$ cat src/lsp_pkg.sv
// lo synthesizer control: shared constants, types and helpers
// assumes every user compiles this package first
`default_nettype none
package lsp_pkg;

   // ----------------------------------------------------------------
   // register addresses on the serial port
   // ----------------------------------------------------------------
   localparam logic [6:0] ADDR_LO_EN  = 7'h01;
   localparam logic [6:0] ADDR_WHOLE  = 7'h02;
   localparam logic [6:0] ADDR_NUM    = 7'h03;
   localparam logic [6:0] ADDR_DEN    = 7'h04;
   localparam logic [6:0] ADDR_REFMON = 7'h21;
   localparam logic [6:0] ADDR_LOPATH = 7'h22;
   localparam logic [6:0] ADDR_TRIM   = 7'h49;

   // ----------------------------------------------------------------
   // field positions
   // ----------------------------------------------------------------
   localparam int QUAD_EN_BIT  = 9;   // lo_enables_config
   localparam int LO_EN_LSB    = 0;   // lo_enables_config, 7 bits
   localparam int DIV_MODE_BIT = 11;  // n_whole_value_reg, 1 = integer
   localparam int WHOLE_W      = 11;  // n_whole_value_reg [10:0]
   localparam int REF_SCL_LSB  = 0;   // ref_and_monitor_config [2:0]
   localparam int POL_BIT      = 3;   // phase_detector_sense, 1 = negative
   localparam int MON_LSB      = 4;   // ref_and_monitor_config [6:4]
   localparam int CORE_LSB     = 0;   // lo_path_config [2:0]
   localparam int HALF1_BIT    = 3;   // lo_halving_stage_one_enable
   localparam int HALF2_BIT    = 4;   // lo_halving_stage_two_enable
   localparam int DRV_LSB      = 6;   // lo_output_drive_level [7:6]

   // ----------------------------------------------------------------
   // reset values
   // ----------------------------------------------------------------
   localparam logic [15:0] RST_LO_EN  = 16'h0000;
   localparam logic [15:0] RST_WHOLE  = 16'h0000; // fractional mode
   localparam logic [15:0] RST_NUM    = 16'h0000;
   localparam logic [15:0] RST_DEN    = 16'h0000;
   localparam logic [15:0] RST_REFMON = 16'h0000; // monitor = lock detect
   localparam logic [15:0] RST_LOPATH = 16'h0000;
   localparam logic [15:0] RST_TRIM   = 16'h0000;

   // ----------------------------------------------------------------
   // timing and frame
   // ----------------------------------------------------------------
   localparam int CAL_PFD_CYCLES_DEF         = 94208;
   localparam logic [7:0] LOCK_PFD_CYCLES_DEF = 8'h20;
   localparam int ADDR_BITS = 7;
   localparam int DATA_BITS = 16;

   typedef enum logic [2:0]
   {
      REF_X1 = 3'b000,
      REF_X2 = 3'b001,
      REF_D2 = 3'b010,
      REF_D4 = 3'b011,
      REF_D8 = 3'b100
   } lsp_ref_e;

   typedef enum logic [2:0]
   {
      MON_LOCK = 3'b000,
      MON_REF  = 3'b001,
      MON_FB   = 3'b010,
      MON_CAL  = 3'b011
   } lsp_mon_e;

   typedef enum logic [1:0]
   {
      SPI_IDLE = 2'b00,
      SPI_ADDR = 2'b01,
      SPI_DATA = 2'b10
   } lsp_spi_e;

   typedef struct packed
   {
      logic [6:0]  addr;
      logic [15:0] data;
   } lsp_wr_s;

   typedef struct packed
   {
      logic [3:0] vco_core_en;
      logic       ext_lo_mode;
      logic [6:0] lo_enables;
      logic       quad_div_en;
      logic       lo_halving_stage_one_enable;
      logic       lo_halving_stage_two_enable;
      logic [1:0] lo_output_drive_level;
   } lsp_lo_ctl_s;

   typedef struct packed
   {
      logic up;
      logic dn;
   } lsp_pump_s;

   // s[0] is the first synchroniser stage and is never looked at here
   function automatic logic sig_rise(input logic [2:0] s);
      return s[1] & ~s[2];
   endfunction

   function automatic logic sig_fall(input logic [2:0] s);
      return ~s[1] & s[2];
   endfunction

endpackage
`default_nettype wire

$ cat src/lsp_frac_div.sv
// feedback n divider: one tick per 2 x (whole + num / den) oscillator edges
// assumes osc_edge is a one-cycle pulse already in the clk_sys domain
`timescale 1ns/1ps
`default_nettype none
module lsp_frac_div
   import lsp_pkg::*;
#(
   parameter int W = lsp_pkg::WHOLE_W
)
(
   input  wire logic         clk_sys,
   input  wire logic         rst,
   input  wire logic         osc_edge,
   input  wire logic         frac_mode,
   input  wire logic [W-1:0] whole,
   input  wire logic [15:0]  num,
   input  wire logic [15:0]  den,
   output logic              tick
);
   import lsp_pkg::*;

   typedef struct packed
   {
      logic [W+1:0] cnt;
      logic [15:0]  acc;
      logic         tick;
   } lsp_fdiv_s;

   lsp_fdiv_s    q, n;
   logic [16:0]  sum;
   logic         carry;
   logic [W-1:0] whole_eff;

   always_comb
   begin
      n         = q;
      n.tick    = 1'b0;
      sum       = {1'b0, q.acc} + {1'b0, num};
      carry     = frac_mode && (den != 16'h0000) && (sum >= {1'b0, den});
      whole_eff = (whole == '0) ? W'(1) : whole;
      if (osc_edge)
      begin
         if (q.cnt == '0)
         begin
            n.tick = 1'b1;
            // a carry stretches this period by one whole ratio step
            n.cnt  = {1'b0, whole_eff, 1'b0} + (carry ? (W+2)'(1) : (W+2)'(-1));
            if (carry)
               n.acc = 16'(sum - {1'b0, den});
            else if (frac_mode && den != 16'h0000)
               n.acc = sum[15:0];
            else
               n.acc = 16'h0000;
         end
         else
            n.cnt = q.cnt - (W+2)'(1);
      end
   end

   always_ff @(posedge clk_sys or posedge rst)
   begin
      if (rst)
         q <= '0;
      else
         q <= n;
   end

   assign tick = q.tick;

endmodule
`default_nettype wire

$ cat src/lsp_pll_control.sv
// lo synthesizer control: registers, reference scaling, phase detector,
// feedback divider, band calibration, lo divider chain and monitor pin
// assumes all clock and serial inputs are asynchronous pins sampled by
// clk_sys, and that they run well below half of clk_sys
//
// Notes on behaviour
// - reference is divided by 2, 4, 8 or multiplied by 1, 2 first
// - detector pulses up or down by which input leads, sense by polarity
// - core select 011..000 picks four oscillator cores, rising band
// - core select with top bit set means external lo, oscillator bypassed
// - two halving stages give lo division 1, 2 or 4
// - quadrature divider halves again, giving in-phase and quadrature lo
// - whole register bit 11 picks integer mode; fractional after reset
// - ratio is whole plus numerator over denominator, registers 02..04
// - detector rate is oscillator rate over twice the ratio
// - writing whole, numerator or denominator starts band calibration
// - calibration lasts 94,208 detector cycles, then the loop settles
// - monitor select bits 6..4 choose monitor pin; default lock detect
// - drive level bits 7..6 pick four lo output amplitudes
// - serial frame is 7 address bits, read flag, 16 data, msb first
`timescale 1ns/1ps
`default_nettype none
module lsp_pll_control
   import lsp_pkg::*;
#(
   parameter int         CAL_PFD_CYCLES  = lsp_pkg::CAL_PFD_CYCLES_DEF,
   parameter logic [7:0] LOCK_PFD_CYCLES = lsp_pkg::LOCK_PFD_CYCLES_DEF
)
(
   input  wire logic                clk_sys,
   input  wire logic                rst,
   input  wire logic                spi_sclk,
   input  wire logic                spi_cs_n,
   input  wire logic                spi_sdio_i,
   output logic                     spi_sdio_o,
   output logic                     spi_sdio_oe_n,
   input  wire logic                ref_clk_in,
   input  wire logic                vco_clk_in,
   input  wire logic                ext_lo_in,
   output var lsp_pkg::lsp_pump_s   pump,
   output var lsp_pkg::lsp_lo_ctl_s lo_ctl,
   output logic                     lo_i,
   output logic                     lo_q,
   output logic                     int_mode,
   output logic                     cal_busy,
   output logic                     pll_locked,
   output logic                     monitor_output_pin
);
   import lsp_pkg::*;

   // ----------------------------------------------------------------
   // state
   // ----------------------------------------------------------------
   typedef struct packed
   {
      logic [15:0] r_lo_en;
      logic [15:0] r_whole;
      logic [15:0] r_num;
      logic [15:0] r_den;
      logic [15:0] r_refmon;
      logic [15:0] r_lopath;
      logic [15:0] r_trim;
      logic [2:0]  ref_s;
      logic [2:0]  vco_s;
      logic [2:0]  ext_s;
      logic [2:0]  ref_cnt;
      logic        up;
      logic        dn;
      logic        cal_busy;
      logic [16:0] cal_cnt;
      logic [7:0]  lock_cnt;
      logic        locked;
      logic [2:0]  lo_cnt;
      logic [1:0]  quad;
      logic        ref_tog;
      logic        fb_tog;
      logic        mon;
   } lsp_top_s;

   lsp_top_s    q, n;

   logic        wr_valid;
   lsp_wr_s     wr;
   logic [6:0]  rd_addr;
   logic [15:0] rd_data;
   logic        fb_tick;
   logic        ref_edge;
   logic        ref_tick;
   logic        ext_mode;
   logic        vco_edge;
   logic        src_evt;
   logic [2:0]  lo_last;
   logic        nu;
   logic        nd;

   // last count of the reference prescaler for each divide setting
   function automatic logic [2:0] ref_last(input logic [2:0] scl);
      case (scl)
         REF_D2:  return 3'h1;
         REF_D4:  return 3'h3;
         REF_D8:  return 3'h7;
         default: return 3'h0;
      endcase
   endfunction

   // ----------------------------------------------------------------
   // serial port and feedback divider
   // ----------------------------------------------------------------
   lsp_serial_port u_port
   (
      .clk_sys   (clk_sys),
      .rst       (rst),
      .sclk      (spi_sclk),
      .cs_n      (spi_cs_n),
      .sdio_i    (spi_sdio_i),
      .sdio_o    (spi_sdio_o),
      .sdio_oe_n (spi_sdio_oe_n),
      .rd_addr   (rd_addr),
      .rd_data   (rd_data),
      .wr_valid  (wr_valid),
      .wr        (wr)
   );

   assign ext_mode = q.r_lopath[CORE_LSB+2];
   assign vco_edge = sig_rise(q.vco_s) & ~ext_mode;

   lsp_frac_div #(.W(WHOLE_W)) u_ndiv
   (
      .clk_sys   (clk_sys),
      .rst       (rst),
      .osc_edge  (vco_edge),
      .frac_mode (~q.r_whole[DIV_MODE_BIT]),
      .whole     (q.r_whole[WHOLE_W-1:0]),
      .num       (q.r_num),
      .den       (q.r_den),
      .tick      (fb_tick)
   );

   // ----------------------------------------------------------------
   // register read mux
   // ----------------------------------------------------------------
   always_comb
   begin
      case (rd_addr)
         ADDR_LO_EN:  rd_data = q.r_lo_en;
         ADDR_WHOLE:  rd_data = q.r_whole;
         ADDR_NUM:    rd_data = q.r_num;
         ADDR_DEN:    rd_data = q.r_den;
         ADDR_REFMON: rd_data = q.r_refmon;
         ADDR_LOPATH: rd_data = q.r_lopath;
         ADDR_TRIM:   rd_data = q.r_trim;
         default:     rd_data = 16'h0000;
      endcase
   end

   // ----------------------------------------------------------------
   // next state
   // ----------------------------------------------------------------
   always_comb
   begin
      n       = q;
      n.ref_s = {q.ref_s[1:0], ref_clk_in};
      n.vco_s = {q.vco_s[1:0], vco_clk_in};
      n.ext_s = {q.ext_s[1:0], ext_lo_in};

      // register writes
      if (wr_valid)
      begin
         case (wr.addr)
            ADDR_LO_EN:  n.r_lo_en  = wr.data;
            ADDR_WHOLE:  n.r_whole  = wr.data;
            ADDR_NUM:    n.r_num    = wr.data;
            ADDR_DEN:    n.r_den    = wr.data;
            ADDR_REFMON: n.r_refmon = wr.data;
            ADDR_LOPATH: n.r_lopath = wr.data;
            ADDR_TRIM:   n.r_trim   = wr.data;
            default:     n.r_trim   = q.r_trim;
         endcase
      end

      // reference scaling; doubling uses both reference edges
      ref_edge = sig_rise(q.ref_s);
      case (q.r_refmon[REF_SCL_LSB+:3])
         REF_X1:  ref_tick = ref_edge;
         REF_X2:  ref_tick = ref_edge | sig_fall(q.ref_s);
         REF_D2,
         REF_D4,
         REF_D8:  ref_tick = ref_edge &&
                     (q.ref_cnt == ref_last(q.r_refmon[REF_SCL_LSB+:3]));
         default: ref_tick = ref_edge;
      endcase
      if (ref_edge)
      begin
         if (q.ref_cnt >= ref_last(q.r_refmon[REF_SCL_LSB+:3]))
            n.ref_cnt = 3'h0;
         else
            n.ref_cnt = q.ref_cnt + 3'h1;
      end

      // phase detector: whichever input arrives first holds its pulse
      // until the other one arrives
      nu = q.up | ref_tick;
      nd = q.dn | fb_tick;
      if (nu && nd)
      begin
         n.up = 1'b0;
         n.dn = 1'b0;
      end
      else
      begin
         n.up = nu;
         n.dn = nd;
      end

      // lock: a run of detector cycles with no pulse left pending
      if (ref_tick)
      begin
         if (q.up || q.dn)
            n.lock_cnt = 8'h00;
         else if (q.lock_cnt != LOCK_PFD_CYCLES)
            n.lock_cnt = q.lock_cnt + 8'h01;
      end

      // band calibration, timed in detector cycles
      if (wr_valid &&
          (wr.addr == ADDR_WHOLE || wr.addr == ADDR_NUM || wr.addr == ADDR_DEN))
      begin
         n.cal_busy = 1'b1;
         n.cal_cnt  = 17'h00000;
         n.lock_cnt = 8'h00;
      end
      else if (q.cal_busy && ref_tick)
      begin
         if (q.cal_cnt == 17'(CAL_PFD_CYCLES - 1))
         begin
            n.cal_busy = 1'b0;
            n.lock_cnt = 8'h00;
         end
         else
            n.cal_cnt = q.cal_cnt + 17'h00001;
      end
      n.locked = ~n.cal_busy && (n.lock_cnt == LOCK_PFD_CYCLES);

      // lo chain: count source edges, step a two-bit johnson counter
      // every 1, 2 or 4 edges, giving a total of 2, 4 or 8 source periods
      src_evt = ext_mode ? (sig_rise(q.ext_s) | sig_fall(q.ext_s))
                         : (sig_rise(q.vco_s) | sig_fall(q.vco_s));
      // widen before adding: a one-bit sum would wrap to zero for divide by 8
      lo_last = (3'h1 << ({1'b0, q.r_lopath[HALF1_BIT]} + {1'b0, q.r_lopath[HALF2_BIT]}))
                - 3'h1;
      if (!q.r_lo_en[QUAD_EN_BIT])
      begin
         n.lo_cnt = 3'h0;
         n.quad   = 2'b00;
      end
      else if (src_evt)
      begin
         if (q.lo_cnt >= lo_last)
         begin
            n.lo_cnt = 3'h0;
            n.quad   = {q.quad[0], ~q.quad[1]};
         end
         else
            n.lo_cnt = q.lo_cnt + 3'h1;
      end

      // monitor pin
      if (ref_tick)
         n.ref_tog = ~q.ref_tog;
      if (fb_tick)
         n.fb_tog = ~q.fb_tog;
      case (q.r_refmon[MON_LSB+:3])
         MON_LOCK: n.mon = n.locked;
         MON_REF:  n.mon = q.ref_tog;
         MON_FB:   n.mon = q.fb_tog;
         MON_CAL:  n.mon = q.cal_busy;
         default:  n.mon = 1'b0;
      endcase
   end

   // ----------------------------------------------------------------
   // state register
   // ----------------------------------------------------------------
   always_ff @(posedge clk_sys or posedge rst)
   begin
      if (rst)
      begin
         q          <= '0;
         q.r_lo_en  <= RST_LO_EN;
         q.r_whole  <= RST_WHOLE;
         q.r_num    <= RST_NUM;
         q.r_den    <= RST_DEN;
         q.r_refmon <= RST_REFMON;
         q.r_lopath <= RST_LOPATH;
         q.r_trim   <= RST_TRIM;
      end
      else
         q <= n;
   end

   // ----------------------------------------------------------------
   // outputs
   // ----------------------------------------------------------------
   // negative sense swaps the pump directions
   assign pump.up = q.r_refmon[POL_BIT] ? q.dn : q.up;
   assign pump.dn = q.r_refmon[POL_BIT] ? q.up : q.dn;

   // code 000 is the highest band, so it lights core 3
   always_comb
   begin
      lo_ctl             = '0;
      lo_ctl.ext_lo_mode = ext_mode;
      if (!ext_mode)
         lo_ctl.vco_core_en = 4'h8 >> q.r_lopath[CORE_LSB+:2];
      lo_ctl.lo_enables  = q.r_lo_en[LO_EN_LSB+:7];
      lo_ctl.quad_div_en = q.r_lo_en[QUAD_EN_BIT];
      lo_ctl.lo_halving_stage_one_enable = q.r_lopath[HALF1_BIT];
      lo_ctl.lo_halving_stage_two_enable = q.r_lopath[HALF2_BIT];
      lo_ctl.lo_output_drive_level = q.r_lopath[DRV_LSB+:2];
   end

   assign lo_i               = q.quad[0];
   assign lo_q               = q.quad[1];
   assign int_mode           = q.r_whole[DIV_MODE_BIT];
   assign cal_busy           = q.cal_busy;
   assign pll_locked         = q.locked;
   assign monitor_output_pin = q.mon;

endmodule
`default_nettype wire

$ cat src/lsp_serial_port.sv
// serial register port: 7 address bits, read flag, 16 data bits, msb first
// assumes sclk, cs_n and sdio come straight from pins
`timescale 1ns/1ps
`default_nettype none
module lsp_serial_port
   import lsp_pkg::*;
(
   input  wire logic            clk_sys,
   input  wire logic            rst,
   input  wire logic            sclk,
   input  wire logic            cs_n,
   input  wire logic            sdio_i,
   output logic                 sdio_o,
   output logic                 sdio_oe_n,
   output logic [6:0]           rd_addr,
   input  wire logic [15:0]     rd_data,
   output logic                 wr_valid,
   output var lsp_pkg::lsp_wr_s wr
);
   import lsp_pkg::*;

   typedef struct packed
   {
      logic [2:0]  sck;
      logic [2:0]  cs;
      logic [2:0]  sdi;
      lsp_spi_e    st;
      logic [2:0]  cnt;
      logic [6:0]  addr;
      logic        rw;
      logic [15:0] sh;
      logic [4:0]  nd;
      logic [15:0] dout;
      logic        drv;
      logic        wr;
   } lsp_spi_st_s;

   lsp_spi_st_s q, n;

   always_comb
   begin
      n     = q;
      n.wr  = 1'b0;
      n.sck = {q.sck[1:0], sclk};
      n.cs  = {q.cs[1:0], cs_n};
      n.sdi = {q.sdi[1:0], sdio_i};
      case (q.st)
         SPI_IDLE:
         begin
            n.drv = 1'b0;
            if (sig_fall(q.cs))
            begin
               n.st  = SPI_ADDR;
               n.cnt = 3'h0;
               n.nd  = 5'h00;
               // a short write must not pick up bits left from an earlier frame
               n.sh  = 16'h0000;
            end
         end
         SPI_ADDR:
         begin
            if (sig_rise(q.cs))
               n.st = SPI_IDLE;
            else if (sig_rise(q.sck))
            begin
               if (q.cnt == 3'(ADDR_BITS))
               begin
                  n.rw = q.sdi[1];
                  n.st = SPI_DATA;
               end
               else
               begin
                  n.addr = {q.addr[5:0], q.sdi[1]};
                  n.cnt  = q.cnt + 3'h1;
               end
            end
         end
         SPI_DATA:
         begin
            if (sig_rise(q.cs))
            begin
               n.st  = SPI_IDLE;
               n.drv = 1'b0;
               // partial word: the bits that arrived land at the low end, all higher bits are written as zero
               n.wr  = ~q.rw & (q.nd != 5'h00);
            end
            else if (sig_rise(q.sck) && !q.rw)
            begin
               n.sh = {q.sh[14:0], q.sdi[1]};
               if (q.nd != 5'(DATA_BITS))
                  n.nd = q.nd + 5'h01;
            end
            else if (sig_fall(q.sck) && q.rw)
            begin
               if (!q.drv)
               begin
                  n.dout = rd_data;
                  n.drv  = 1'b1;
               end
               else
                  n.dout = {q.dout[14:0], 1'b0};
            end
         end
         default:
            n.st = SPI_IDLE;
      endcase
   end

   always_ff @(posedge clk_sys or posedge rst)
   begin
      if (rst)
      begin
         q     <= '0;
         q.sck <= 3'h0;
         q.cs  <= 3'h7;
         q.st  <= SPI_IDLE;
      end
      else
         q <= n;
   end

   assign sdio_o    = q.dout[15];
   assign sdio_oe_n = ~q.drv;
   assign rd_addr   = q.addr;
   assign wr_valid  = q.wr;
   assign wr.addr   = q.addr;
   assign wr.data   = q.sh;

endmodule
`default_nettype wire
$ cat config.mk
export PLATFORM = sky130hd
export DESIGN_NAME = lsp_pll_control
export DESIGN_NICKNAME = d
export VERILOG_FILES = /design/src/lsp_pkg.sv /design/src/lsp_frac_div.sv /design/src/lsp_pll_control.sv /design/src/lsp_serial_port.sv
export SDC_FILE = /design/constraint.sdc
export NUM_CORES = 1
export LEC_CHECK = 0
export ABC_AREA = 1
export CORE_MARGIN = 4
export CORE_UTILIZATION = 32
export DETAILED_ROUTE_END_ITERATION = 12
export DONT_BUFFER_PORTS = 1
export PLACE_DENSITY_LB_ADDON = 0.05
export RECOVER_POWER = 25
export SYNTH_ARGS = -nofsm -noshare
export SYNTH_HDL_FRONTEND = slang
export SYNTH_HIERARCHICAL = 1
export SYNTH_SLANG_ARGS = --single-unit
$ cat constraint.sdc
create_clock -name clk_sys -period 10.4 [get_ports clk_sys]
set_clock_uncertainty 0.15 [all_clocks]
set_input_delay 2.6 -clock clk_sys [delete_from_list [all_inputs] [get_ports clk_sys]]
set_output_delay 2.6 -clock clk_sys [all_outputs]
set_load 0.05 [all_outputs]
After elaboration in Yosys (flattened, before gate mapping)
Cells that the tools add are included.
{"block": "word_totals", "reg_bits": 251, "output_inout_bits": 27, "wordCells": 223}
{"block": "classes", "n_addsub": 12, "magnitude_cmp": 3, "eq_ne": 37, "shift": 2, "n_mux": 53, "bitwise_logic": 38, "reduce_logical": 41}
{"operator": "$pmux W16 S7", "count": 1}
{"operator": "$mux W26", "count": 2}
{"operator": "$mux W17", "count": 3}
{"operator": "$mux W16", "count": 3}
{"operator": "$mux W21", "count": 2}
{"operator": "$pmux W21 S2", "count": 1}
{"operator": "$mux W13", "count": 3}
{"operator": "$mux W37", "count": 1}
{"operator": "$mux W8", "count": 4}
{"operator": "$mux W11", "count": 2}
{"operator": "$not A1 Y1", "count": 21}
{"operator": "$mux W5", "count": 4}
{"operator": "$reduce_and A2 Y1", "count": 10}
{"operator": "$reduce_and A4 Y1", "count": 5}
{"operator": "$add A16 B16 Y17", "count": 1}
{"operator": "$add A17 B1 Y17 const B", "count": 1}
{"operator": "$eq A17 B17 Y1 const B", "count": 1}
{"operator": "$ge A17 B16 Y1", "count": 1}
{"operator": "$reduce_bool A16 Y1", "count": 1}
{"operator": "$sub A16 B16 Y16", "count": 1}
{"operator": "$eq A7 B2 Y1 const B", "count": 2}
{"operator": "$eq A7 B6 Y1 const B", "count": 2}
{"operator": "$ne A2 B1 Y1 const B", "count": 7}
{"operator": "$add A12 B13 Y13", "count": 1}
{"operator": "48 further kinds", "count": 106}

Longest topological paths before layout
Gate-level depths: netlist (run 1).
{"block": "logic_depth", "ltp_word": 13, "ltp_mapped": 33, "depth_no_buf": 32}

Hierarchy
The synthesis (run 1) kept the hierarchy.
{"mod": "lsp_pll_control", "n_inst": 1, "cells_each": 949, "area_per_inst_um2": 7941.4}
{"mod": "lsp_frac_div", "n_inst": 1, "cells_each": 731, "area_per_inst_um2": 4425.5}
{"mod": "lsp_serial_port", "n_inst": 1, "cells_each": 338, "area_per_inst_um2": 3016.6}

Worst setup path before layout (run 1)
OpenSTA, ideal clock, no wires.
{"block": "synth_timing", "kind": "reg2reg", "startpoint": "register, netlist name q[113]", "endpoint": "register u_ndiv/q[26] in the netlist's numbering", "setup_ps": 77, "arrival_time_ps": 4262, "t_required_ps": 10173, "path_slack_ps": 5910, "stages_incl_launch_ff": 31, "cell_sequence": "dfrtp_1 -> ha_1 -> inv_1 -> fa_1 -> inv_1 -> nand3_1 -> nand2_1 -> nand2_1 -> nand2_1 -> xnor2_1 -> inv_1 -> ha_1 -> a21oi_1 -> a21oi_1 -> nor2_1 -> nand2_2 -> nand2_4 -> nand2_8 -> buf_12 -> inv_1 -> ha_1 -> inv_1 -> fa_1 -> inv_1 -> nand3_1 -> nand2_1 -> nand2_1 -> nand2_1 -> o21ai_0 -> a21o_1 -> a21oi_1"}
{"item": "end signal, assigned", "line_no": "lsp_frac_div.sv:65", "source": "q <= n;"}
{"item": "end, declared", "line_no": "lsp_frac_div.sv:29", "source": "lsp_fdiv_s q, n;"}

==> summary.log, run 1 <==
qor: timing.worst-slew-pin-transition 1920 ps
qor: placement.routabilityCongestion 0.859
qor: synth.synth-edff-count 0
qor: grt.antenna_violations_before_repair 2
qor: die.std_cell_rows 80
qor: min_path.timing.hold.worst.start u_port/n[53]
qor: synth.synthCells 2018
qor: setup_path.crit-reg2reg-launch q[113]
qor: synth.synthDistinctLibCells 63
qor: die.initial_core_util 32.3%
qor: drt.vias 12500
qor: drt.detail_route.first_pass.iterations 5
qor: cts.worst_skew_pair.late_latency 530 ps
qor: cts.clock_tree_from_tritoncts built
qor: finish.design_area 0.0166 mm^2
qor: setup_path.cp.arrival 5440 ps
qor: timing.fin_tns_setup 0 ps
qor: setup_path.cp_data_required_time 10710 ps
qor: timing.max_slew_margin -28.9%
qor: synth.syn_avg_cell_area 7.62 um^2
qor: drt.route.detailed.drc 0
qor: grt.grt-ovfl-total 0
qor: cts.cts_buffers 34
qor: timing.timing.final.crit_share 49.4%
qor: power_and_ir_drop.highest_ir_drop_seen_on_vdd 116 uV
qor: grt.grt_max_degree 68
qor: setup_path.reg2reg_slack 5270 ps
qor: setup_path.timing.reg2reg.worst_path_depth 30
qor: drt.drt_iter0_drcs 862
qor: synth.synth-seq-area-share 40.9%
qor: synth.synthArstFlopShare 100%
qor: timing.max_clock_freq 195 MHz
qor: grt.globalRouteTotalUtil 18.4%
qor: timing.report.final.hold_viol_count 0
qor: die.die-height 227 um
qor: power_and_ir_drop.p_comb_share 12.1%
qor: cts.cts_htree_levels 2
qor: cts.cts.root.buffer_cell sky130_fd_sc_hd__clkbuf_16
qor: power_and_ir_drop.power.internal 1.78 mW
qor: setup_path.crit_path_top_delay_cell sky130_fd_sc_hd__fa_1
qor: cts.post_cts.repair.setup_buffers 0
qor: cts.post_cts.resized_instances 0
qor: timing.setup-violations-final 0
qor: setup_path.r2r_end u_ndiv/q[26]
qor: synth.ys_seq_elements 251
qor: power_and_ir_drop.p_leak 8.02 nW
qor: drt.drt-total-wl 46.6 mm
qor: synth.syn_nets 2093
qor: setup_path.critPathCaptureType flip-flop
qor: min_path.type_of_the_most_critical_hold_path flip-flop to flip-flop
qor: power_and_ir_drop.power.density_cell_area 152 mW/mm^2
qor: cts.path_clk_slew 60 ps
qor: timing.finalMaxSlewViolations 41
qor: setup_path.crit_path_start_kind flip-flop
qor: placement.detailed_place.area 0.0156 mm^2
qor: timing.min_period 5130 ps
qor: min_path.holdPathEnd u_port/n[54]
qor: cts.hold_buffers 0
qor: setup_path.path_class flip-flop to flip-flop
qor: die.num_io_pins 35
qor: synth.syn_area 0.0154 mm^2
qor: run_status.violated_checks capacitance limit, slew limit
qor: drt.post_drt_wl_per_cell 17.9 um
qor: synth.synthFlopType sky130_fd_sc_hd__dfrtp_1
qor: cts.clock_sink_count 251
qor: synth.yosysWarningCount 6
qor: power_and_ir_drop.clock_power_share 45.4%
qor: timing.rsz0062_at_grt false
qor: finish.fin_nets 2034
qor: power_and_ir_drop.p_sw 739 uW
qor: placement.io_buffers 0
qor: setup_path.timing.critical_path.slowest_cell_delay 440 ps
qor: die.die_width 227 um
qor: min_path.min_delay_path_depth 0
qor: timing.whs 190 ps
qor: run_status.outcome complete, but fails checks
qor: grt.first_global_vias 12400
qor: cts.clock_tree.buffer_depth 3
qor: placement.place_hpwl 34.4 mm
qor: setup_path.cp_max_fo 19
qor: finish.insertedDiodeCount 0
qor: die.area_enclosed_by_the_die_boundary 0.0516 mm^2
qor: die.core_area 0.0476 mm^2
qor: power_and_ir_drop.p_seq_share 42.5%
qor: drt.vias_per_cell 4.83
qor: finish.area_delta_synth_final 8.01%
qor: grt.first_pass_grt_wire_length 73.9 mm
qor: drt.drt.antenna.violating_nets 0
qor: flow_run.max_cap_violations 1
qor: finish.layout-drive-gt1-share 8.02%
qor: power_and_ir_drop.power.share.switching 29.3%
cell type report:
class | instances | area (um^2)
Clock inverter | 8 | 81.3
Multi-Input combinational cell | 1393 | 7400
Fill cell | 5043 | 31000
Sequential cell | 251 | 6280
Clock buffer | 51 | 1000
Inverter | 270 | 1020
Timing Repair Buffer | 9 | 60.1
Tap cell | 615 | 769
worst max-delay path: cells and delay by family (launching register included):
kind                       cells  cell delay (ps)
adders and majority gates      5             1690
and+or+nand+nor               14             1490
AOI/OAI and AO/OA              5              650
buffers and inverters          6              730
DFF                            1              370
kinds of logic (layout without fill, tap and decap cells):
logic type | count (synthesis) | in the layout | synth area share (%)
flip-flops | 251 | 251 | 40.9
AO/OA/AOI/OAI | 338 | 338 | 12.8
XOR/XNOR | 40 | 40 | 2.28
buffers and inverters | 374 | 338 | 10.9
adder cells (fa/ha/maj) | 67 | 67 | 5.60
AND/OR/NAND/NOR | 948 | 948 | 27.6
cells in the final DEF, fill, tap and decap left out, types with 8 or more instances in the layout:
cell type | Yosys | routed
sky130_fd_sc_hd__a21oi_1 | 62 | 62
sky130_fd_sc_hd__a221oi_1 | 10 | 10
sky130_fd_sc_hd__a31oi_1 | 11 | 11
sky130_fd_sc_hd__clkbuf_1 | 43 | 10
sky130_fd_sc_hd__clkbuf_16 | 0 | 34
sky130_fd_sc_hd__clkbuf_8 | 0 | 9
sky130_fd_sc_hd__dfrtp_1 | 248 | 248
sky130_fd_sc_hd__ha_1 | 64 | 64
sky130_fd_sc_hd__inv_1 | 255 | 254
sky130_fd_sc_hd__inv_2 | 13 | 11
sky130_fd_sc_hd__nand2_1 | 553 | 557
sky130_fd_sc_hd__nand2_2 | 20 | 18
sky130_fd_sc_hd__nand3_1 | 135 | 135
sky130_fd_sc_hd__nand4_1 | 32 | 32
sky130_fd_sc_hd__nor2_1 | 119 | 123
sky130_fd_sc_hd__nor3_1 | 20 | 17
sky130_fd_sc_hd__o2111ai_1 | 9 | 9
sky130_fd_sc_hd__o211ai_1 | 8 | 8
sky130_fd_sc_hd__o21ai_0 | 184 | 186
sky130_fd_sc_hd__o21ai_2 | 16 | 15
sky130_fd_sc_hd__or2_2 | 14 | 14
sky130_fd_sc_hd__xnor2_1 | 10 | 10
sky130_fd_sc_hd__xor2_1 | 30 | 30
worst max path at each step:
stage | start | endpoint | slack, ps | cells past startpoint
final | q[113] | u_ndiv/q[26] | 5270 | 30
after global routing | q[113] | u_ndiv/q[26] | 4700 | 30
after CTS | q[113] | u_ndiv/q[26] | 5310 | 30
after detailed placement | q[113] | u_ndiv/q[26] | 5320 | 30
after global placement | q[113] | u_ndiv/q[26] | 5390 | 30
after floorplan | rst | cal_busy | 3300 | 1
metrics by stage:
stage	setup WS, ps	power, mW	utilization (%)	cells
2_1_floorplan	3300	1.33	-	2018
6_report	5270	2.52	34.9	2597
3_3_place_gp	5390	1.40	32.7	2538
3_5_place_dp	5320	1.41	32.7	2538
5_1_grt	4700	2.66	34.9	2597
4_1_cts	5310	2.58	35.0	2597
per-layer routing:
layer / track usage, % / wire length (um)
met5: 0 / 0
met4: 4.29 / 707
met3: 2.45 / 1480
met2: 29.6 / 21200
met1: 26.5 / 23100
cell usage after synthesis, types with 11 or more instances:
library cell,n,area [um^2]
sky130_fd_sc_hd__a21oi_1,62,310
sky130_fd_sc_hd__a31oi_1,11,68.8
sky130_fd_sc_hd__buf_4,47,353
sky130_fd_sc_hd__clkbuf_1,43,161
sky130_fd_sc_hd__dfrtp_1,248,6210
sky130_fd_sc_hd__ha_1,64,801
sky130_fd_sc_hd__inv_1,255,957
sky130_fd_sc_hd__inv_2,13,48.8
sky130_fd_sc_hd__nand2_1,553,2080
sky130_fd_sc_hd__nand2_2,20,125
sky130_fd_sc_hd__nand3_1,135,676
sky130_fd_sc_hd__nand4_1,32,200
sky130_fd_sc_hd__nor2_1,119,447
sky130_fd_sc_hd__nor3_1,20,100
sky130_fd_sc_hd__o21ai_0,184,921
sky130_fd_sc_hd__o21ai_2,16,140
sky130_fd_sc_hd__or2_2,14,87.6
sky130_fd_sc_hd__xor2_1,30,263
state kept, by name (all words and copies together) (netlist names), 6 cells and up:
name / flops
lo_ctl: 13
n: 6
q: 136
u_ndiv/q: 29
u_port/n: 6
u_port/q: 29
u_port/rd_addr: 7
u_port/wr: 16
power by group through the flow:
stage | logic (mW) | clock network [mW] | registers [mW]
finish | 0.306 | 1.15 | 1.07
global route | 0.352 | 1.23 | 1.08
CTS | 0.317 | 1.20 | 1.07
detailed placement | 0.317 | 0 | 1.09
global placement | 0.313 | 0 | 1.09
floorplan | 0.259 | 0 | 1.07
Power figures use the tool's default switching activity.
==> run 2: changes to the inputs <==
ABC_AREA = 0   (was 1)
clock period = 5.3 ns   (was 10.4 ns; I/O delays follow)
==> summary.log, run 2 <==
qor: finish.layout_common_cells sky130_fd_sc_hd__dfrtp_1, sky130_fd_sc_hd__nand2_1, sky130_fd_sc_hd__mux2_2, sky130_fd_sc_hd__buf_4, sky130_fd_sc_hd__nor2_1
qor: finish.insertedDiodeCount 0
qor: cts.hold_buffers 0
qor: run_status.violated_checks capacitance limit, slew limit, setup timing
qor: power_and_ir_drop.power.internal 3.23 mW
qor: finish.fin_nets 1495
qor: setup_path.crit_family compound AO/OA/AOI/OAI gates
qor: die.die-height 219 um
qor: die.area_enclosed_by_the_die_boundary 0.0480 mm^2
qor: synth.synthCells 1374
qor: placement.routabilityCongestion 0.814
qor: finish.layout-drive-gt1-share 23.7%
qor: setup_path.cp_max_fo 5
qor: finish.final_core_utilization 37.2%
qor: run_status.outcome complete, but fails checks
qor: grt.first_pass_grt_wire_length 63.3 mm
qor: setup_path.timing.critical_path.slowest_cell_delay 420 ps
qor: power_and_ir_drop.p_comb_share 8.2%
qor: timing.setup-violations-final 5
qor: finish.biggestRegsByFlops q x136, u_ndiv/q x29, u_port/q x29
qor: power_and_ir_drop.p_leak 7.45 nW
qor: synth.syn_nets 1449
qor: power_and_ir_drop.p_sw 1.20 mW
qor: drt.drt_iter0_drcs 564
qor: setup_path.critPathCaptureType flip-flop
qor: grt.first_global_vias 10600
qor: placement.place_hpwl 27.9 mm
qor: cts.clock_tree.buffer_depth 3
qor: die.core_area 0.0441 mm^2
qor: power_and_ir_drop.clock_power_share 44.9%
qor: placement.dpl.cell_count 1966
qor: synth.syn_area 0.0143 mm^2
qor: grt.antenna_violations_before_repair 1
qor: power_and_ir_drop.power.density_cell_area 270 mW/mm^2
qor: min_path.type_of_the_most_critical_hold_path flip-flop to flip-flop
qor: synth.synthDistinctLibCells 96
qor: timing.finalMaxSlewViolations 194
qor: drt.drt-total-wl 39.6 mm
qor: cts.clock_tree_from_tritoncts built
qor: setup_path.crit_path_start_kind flip-flop
qor: drt.post_drt_wl_per_cell 19.4 um
qor: setup_path.cp_data_required_time 5640 ps
qor: die.std_cell_rows 77
qor: power_and_ir_drop.power.share.switching 27.0%
qor: power_and_ir_drop.highest_ir_drop_seen_on_vdd 242 uV
qor: timing.whs 195 ps
qor: synth.synth_commonest_cells sky130_fd_sc_hd__dfrtp_1, sky130_fd_sc_hd__nand2_1, sky130_fd_sc_hd__mux2_2
qor: synth.synth-edff-count 0
qor: die.num_io_pins 35
qor: finish.area_delta_synth_final 15.0%
qor: setup_path.timing.critical_path.buf_inv 3
qor: timing.report.final.hold_viol_count 0
qor: timing.worst-slew-pin-transition 3140 ps
qor: setup_path.worst_path_most_repeated_cell sky130_fd_sc_hd__o21ai_2
qor: timing.max_clock_freq 186 MHz
qor: placement.io_buffers 0
qor: setup_path.crit_path_top_delay_cell sky130_fd_sc_hd__dfrtp_1
qor: drt.drt.antenna.violating_nets 0
qor: cts.path_clk_slew 60 ps
qor: cts.worst_skew_pair.late_latency 590 ps
qor: timing.worst_slack -74.7 ps
qor: synth.synthArstFlopShare 100%
qor: drt.detail_route.first_pass.iterations 5
qor: drt.route.detailed.drc 0
qor: die.die_width 219 um
qor: timing.timing.final.crit_share 101%
qor: synth.ys_seq_elements 251
qor: finish.top_reg_by_flops q
qor: timing.fin_tns_setup -223 ps
qor: cts.cts_buffers 31
qor: grt.grt_max_degree 120
qor: synth.yosysWarningCount 6
qor: cts.clock_sink_count 251
qor: finish.fill_cells 4523
qor: synth.synth-seq-area-share 44.1%
qor: cts.cts.root.buffer_cell sky130_fd_sc_hd__clkbuf_16
qor: flow_run.max_cap_violations 3
qor: cts.cts_htree_levels 1
qor: finish.layout_commonest_cell sky130_fd_sc_hd__dfrtp_1
qor: synth.yosysMostFrequentCell sky130_fd_sc_hd__dfrtp_1
qor: synth.yosys.area.top_type_share 43.5%
qor: timing.max_slew_margin -110%
qor: timing.min_period 5370 ps
qor: power_and_ir_drop.p_seq_share 46.8%
qor: synth.synth_area_leaders sky130_fd_sc_hd__dfrtp_1, sky130_fd_sc_hd__mux2_2, sky130_fd_sc_hd__ha_1
qor: drt.vias_per_cell 5.06
qor: finish.largest_reg_flops 136
qor: grt.globalRouteTotalUtil 16.7%
qor: setup_path.cp.arrival 5720 ps
qor: placement.post-place-ws -341 ps
qor: drt.vias 10300
qor: setup_path.path_class flip-flop to flip-flop
qor: synth.synth_largest_area_cell sky130_fd_sc_hd__dfrtp_1
qor: synth.syn_avg_cell_area 10.4 um^2
qor: finish.finish.cell_count_without_fillers 2034
qor: timing.rsz0062_at_grt true
qor: synth.synthFlopType sky130_fd_sc_hd__dfrtp_1
qor: grt.grt-ovfl-total 0
qor: die.initial_core_util 32.3%
==> run 2: cell count changes after synthesis, moves of 16 or more <==
cell and delta:
sky130_fd_sc_hd__o21ai_0 -126, sky130_fd_sc_hd__a222oi_1 +16, sky130_fd_sc_hd__nand2_1 -424, sky130_fd_sc_hd__nor2b_1 +20, sky130_fd_sc_hd__nand3_1 -106, sky130_fd_sc_hd__mux2i_1 +52, sky130_fd_sc_hd__nand4_1 -19, sky130_fd_sc_hd__xnor2_1 +19
sky130_fd_sc_hd__nor2_1 -17, sky130_fd_sc_hd__mux2_2 +113, sky130_fd_sc_hd__inv_1 -188, sky130_fd_sc_hd__nand2_2 -20
==> run 2: through the flow <==
| step | instance area, um^2 | total power [mW] |
|---|---|---|
| 2_1_floorplan | 14300 | 2.40 |
| 3_3_place_gp | 15200 | 2.48 |
| 3_5_place_dp | 15200 | 2.48 |
| 4_1_cts | 16300 | 4.53 |
| 5_1_grt | 16400 | 4.65 |
| 6_report | 16400 | 4.43 |
==> run 2: final timing paths <==
| path | endpoint | startpoint | depth (start not counted) | slack (ps) |
|---|---|---|---|---|
| max | u_ndiv/q[24] | q[113] | 30 | -70 |
| min | n[48] | n[47] | 0 | 200 |
| max reg2reg | u_ndiv/q[24] | q[113] | 30 | -70 |
| min reg2reg | n[48] | n[47] | 0 | 200 |
| max in group asynchronous | q[160] | rst | 2 | 1470 |
| min in group asynchronous | u_port/wr[2] | rst | 1 | 800 |
==> run 2: cell families (layout without fill, tap and decap cells) <==
group,count (synthesis),after routing,share of synthesized area (%)
AO/OA/AOI/OAI,251,251,12.4
XOR/XNOR,52,52,3.19
adder cells (fa/ha/maj),67,67,6.04
buffers and inverters,162,230,5.81
flip-flops,251,251,44.1
multiplexers,175,175,13.4
AND/OR/NAND/NOR,416,416,15.1
==> run 2: power groups by stage <==
stage / sequential, mW / clock, mW / combinational (mW)
floorplan: 2.06 / 0 / 0.340
global placement: 2.11 / 0 / 0.370
detailed placement: 2.11 / 0 / 0.375
CTS: 2.07 / 2.08 / 0.376
global route: 2.09 / 2.15 / 0.407
finish: 2.08 / 1.99 / 0.365
==> run 2: what timing repair did <==
| action | CTS | global route |
|---|---|---|
| buffers inserted | 11 | 4 |
| pin swaps | 30 | 28 |
| gates resized for setup | 16 | 17 |
| endpoints found under the setup margin | 8 | 10 |
==> run 2: layout make-up <==
cell class / instances / area, um^2 / area share (%)
multi-input cells: 961 / 7390 / 45.1
flip-flops and latches: 251 / 6280 / 38.3
clock buffers: 46 / 872 / 5.31
repair buffers: 106 / 786 / 4.79
well taps: 592 / 741 / 4.51
inverters: 69 / 268 / 1.63
clock inverters: 9 / 62.6 / 0.381
==> run 2: routing by layer <==
layer  vias to the layer above  part of all wire (%)  global-route usage, %
met3                        44                   3.5                   2.78
met4                         0                   2.0                   3.45
met1                      5130                    50                   24.1
met2                       126                    45                   26.7
li1                       4994                     -                      -
met5                         -                     0                      0
==> run 3: changes to the inputs <==
CTS_BUF_LIST = sky130_fd_sc_hd__clkbuf_4   (was unset)
==> summary.log, run 3 (synthesis results as in run 2) <==
qor: run_status.outcome complete, but fails checks
qor: run_status.violated_checks capacitance limit, slew limit, setup timing
qor: timing.whs 197 ps
qor: cts.worst_skew_pair.late_latency 790 ps
qor: grt.groute.layer.met3.usage 4.53%
qor: cts.path_clk_slew 70 ps
qor: power_and_ir_drop.p_seq_share 48.0%
qor: die.die_width 219 um
qor: setup_path.crit_path_start_kind flip-flop
qor: min_path.min_delay_path_depth 0
qor: setup_path.timing.critical_path.slowest_cell_delay 420 ps
qor: power_and_ir_drop.p_leak 7.58 nW
qor: min_path.holdPathEnd n[48]
qor: placement.io_buffers 0
qor: cts.clock_tree.buffer_depth 3
qor: placement.dpl.cell_count 1966
qor: timing.min_period 5420 ps
qor: finish.finish.cell_count_without_fillers 2123
qor: power_and_ir_drop.p_comb_share 8.4%
qor: cts.clock_tree_from_tritoncts built
qor: timing.setup-violations-final 6
qor: min_path.type_of_the_most_critical_hold_path flip-flop to flip-flop
qor: die.core_area 0.0441 mm^2
qor: cts.cts.root.buffer_cell sky130_fd_sc_hd__clkbuf_4
qor: power_and_ir_drop.highest_ir_drop_seen_on_vdd 114 uV
qor: cts.clock_sink_count 251
qor: timing.worst-slew-pin-transition 3170 ps
qor: power_and_ir_drop.power.internal 3.07 mW
qor: drt.route.detailed.drc 0
qor: die.num_io_pins 35
qor: cts.cts_htree_levels 3
qor: setup_path.critPathCaptureType flip-flop
qor: setup_path.crit_path_top_delay_cell sky130_fd_sc_hd__o41a_1
qor: placement.routabilityCongestion 0.814
qor: setup_path.crit_family compound AO/OA/AOI/OAI gates
qor: setup_path.cp_data_required_time 5820 ps
qor: grt.grt.met1_usage 23.6%
qor: min_path.timing.hold.worst.start n[47]
qor: drt.post_drt_wl_per_cell 18.9 um
qor: placement.place_hpwl 27.9 mm
qor: timing.worst_slack -123 ps
qor: timing.max_slew_margin -111%
qor: setup_path.startpoint q[113]
qor: timing.report.final.hold_viol_count 0
qor: finish.final_core_utilization 37.4%
qor: grt.globalRoute.busiestLayer met2
qor: cts.hold_buffers 0
qor: power_and_ir_drop.clock_power_share 43.6%
qor: setup_path.cp_max_fo 5
qor: drt.detail_route.first_pass.iterations 7
qor: finish.largest_reg_flops 136
qor: power_and_ir_drop.p_sw 1.24 mW
qor: power_and_ir_drop.power.density_cell_area 262 mW/mm^2
qor: die.area_enclosed_by_the_die_boundary 0.0480 mm^2
qor: power_and_ir_drop.power.share.switching 28.8%
qor: drt.drt-total-wl 40.1 mm
qor: finish.layout_common_cells sky130_fd_sc_hd__dfrtp_1, sky130_fd_sc_hd__nand2_1, sky130_fd_sc_hd__mux2_2, sky130_fd_sc_hd__clkbuf_4, sky130_fd_sc_hd__buf_4
qor: finish.layout_commonest_cell sky130_fd_sc_hd__dfrtp_1
qor: grt.globalRouteTotalUtil 17.2%
qor: grt.grt_max_degree 120
qor: cts.cts_buffers 80
qor: die.initial_core_util 32.3%
qor: grt.met2_usage 26.5%
qor: drt.drt.antenna.violating_nets 0
qor: finish.fin_nets 1546
qor: die.std_cell_rows 77
qor: flow_run.max_cap_violations 3
qor: grt.antenna_violations_before_repair 3
qor: setup_path.reg2reg_slack -120 ps
qor: drt.vias 10600
qor: timing.rsz0062_at_grt true
qor: grt.first_global_vias 11000
qor: finish.top_reg_by_flops q
qor: finish.layout-drive-gt1-share 27.2%
qor: setup_path.path_class flip-flop to flip-flop
qor: finish.biggestRegsByFlops q x136, u_ndiv/q x29, u_port/q x29
qor: setup_path.cp.arrival 5940 ps
qor: drt.vias_per_cell 5.01
qor: grt.grt-ovfl-total 0
qor: grt.first_pass_grt_wire_length 64.1 mm
qor: finish.area_delta_synth_final 15.6%
qor: setup_path.r2r_end u_ndiv/q[29]
qor: timing.finalMaxSlewViolations 194
qor: drt.drt_iter0_drcs 601
qor: setup_path.timing.reg2reg.worst_path_depth 27
qor: timing.max_clock_freq 184 MHz
qor: timing.timing.final.crit_share 102%
qor: die.die-height 219 um
qor: setup_path.crit-reg2reg-launch q[113]
qor: setup_path.timing.critical_path.buf_inv 4
==> run 3: changes by cell type in the layout (fill, tap and decap cells not counted), moves of 3 or more <==
cell,change
sky130_fd_sc_hd__clkbuf_16,-31
sky130_fd_sc_hd__clkbuf_1,-11
sky130_fd_sc_hd__clkbuf_4,+105
sky130_fd_sc_hd__clkinv_1,+25
sky130_fd_sc_hd__o21ai_1,+5
sky130_fd_sc_hd__diode_2,+4
sky130_fd_sc_hd__clkbuf_8,-4
sky130_fd_sc_hd__clkinv_2,-6
sky130_fd_sc_hd__o21ai_0,-3
==> run 3: power by group through the flow <==
stage | combinational (mW) | sequential, mW | clock (mW)
floorplan | 0.340 | 2.06 | 0
global route | 0.408 | 2.09 | 2.12
global placement | 0.370 | 2.11 | 0
detailed placement | 0.375 | 2.11 | 0
finish | 0.363 | 2.07 | 1.88
CTS | 0.376 | 2.07 | 2.00
==> run 3: through the flow <==
step                      power (mW)  TNS, ps  cell area [um^2]  setup slack [ps]
after floorplan                 2.40    -29.6             14300             -15.4
after global placement          2.48    -1340             15200              -317
after detailed placement        2.48    -1700             15200              -341
after CTS                       4.45     -923             16300              -227
after global routing            4.61    -2620             16500              -445
final                           4.32     -358             16500              -123
==> run 3: cell type report <==
type / count / area [um^2]
well taps: 592 / 741
clock buffers: 105 / 788
flip-flops and latches: 251 / 6280
clock inverters: 33 / 166
fillers: 4558 / 27600
multi-input cells: 961 / 7430
repair buffers: 108 / 805
diodes: 4 / 10.0
inverters: 69 / 268
==> run 3: timing repair <==
action	CTS	global route
resized for setup	12	30
buffers inserted	4	15
pin swaps	22	36
setup endpoints to repair	8	10
==> run 3: worst max-delay path by stage <==
stage,end,slack (ps),cells after the start
floorplan,u_ndiv/q[29],-20,28
detailed placement,u_ndiv/q[29],-340,25
global placement,u_ndiv/q[29],-320,25
global route,u_ndiv/q[28],-440,30
CTS,u_ndiv/q[24],-230,31
finish,u_ndiv/q[29],-120,27
==> run 3: per-layer routing <==
layer,wire length [um],up-vias
met5,0,-
met1,19300,5240
met2,17800,186
met4,968,0
li1,-,5145
met3,1980,72
==> run 3: worst register-to-register path, stage by stage (launching register included) <==
cell	delay, ps
sky130_fd_sc_hd__dfrtp_1	410
sky130_fd_sc_hd__ha_4	170
sky130_fd_sc_hd__inv_2	50
sky130_fd_sc_hd__fa_2	220
sky130_fd_sc_hd__nor2b_4	60
sky130_fd_sc_hd__o31ai_4	240
sky130_fd_sc_hd__a31oi_4	150
sky130_fd_sc_hd__a2111oi_4	340
sky130_fd_sc_hd__buf_4	180
sky130_fd_sc_hd__nor2_1	50
sky130_fd_sc_hd__nor3_2	240
sky130_fd_sc_hd__ha_1	170
sky130_fd_sc_hd__nand4_1	80
sky130_fd_sc_hd__o41a_1	420
sky130_fd_sc_hd__a22oi_2	340
sky130_fd_sc_hd__nor2_8	50
sky130_fd_sc_hd__nor2_4	210
sky130_fd_sc_hd__inv_4	80
sky130_fd_sc_hd__buf_6	120
sky130_fd_sc_hd__ha_4	210
sky130_fd_sc_hd__a21oi_4	160
sky130_fd_sc_hd__o21ai_2	80
sky130_fd_sc_hd__nor4_2	230
sky130_fd_sc_hd__nor3_2	90
sky130_fd_sc_hd__a41o_1	270
sky130_fd_sc_hd__o41ai_2	230
sky130_fd_sc_hd__xnor2_1	100
sky130_fd_sc_hd__a21bo_1	170
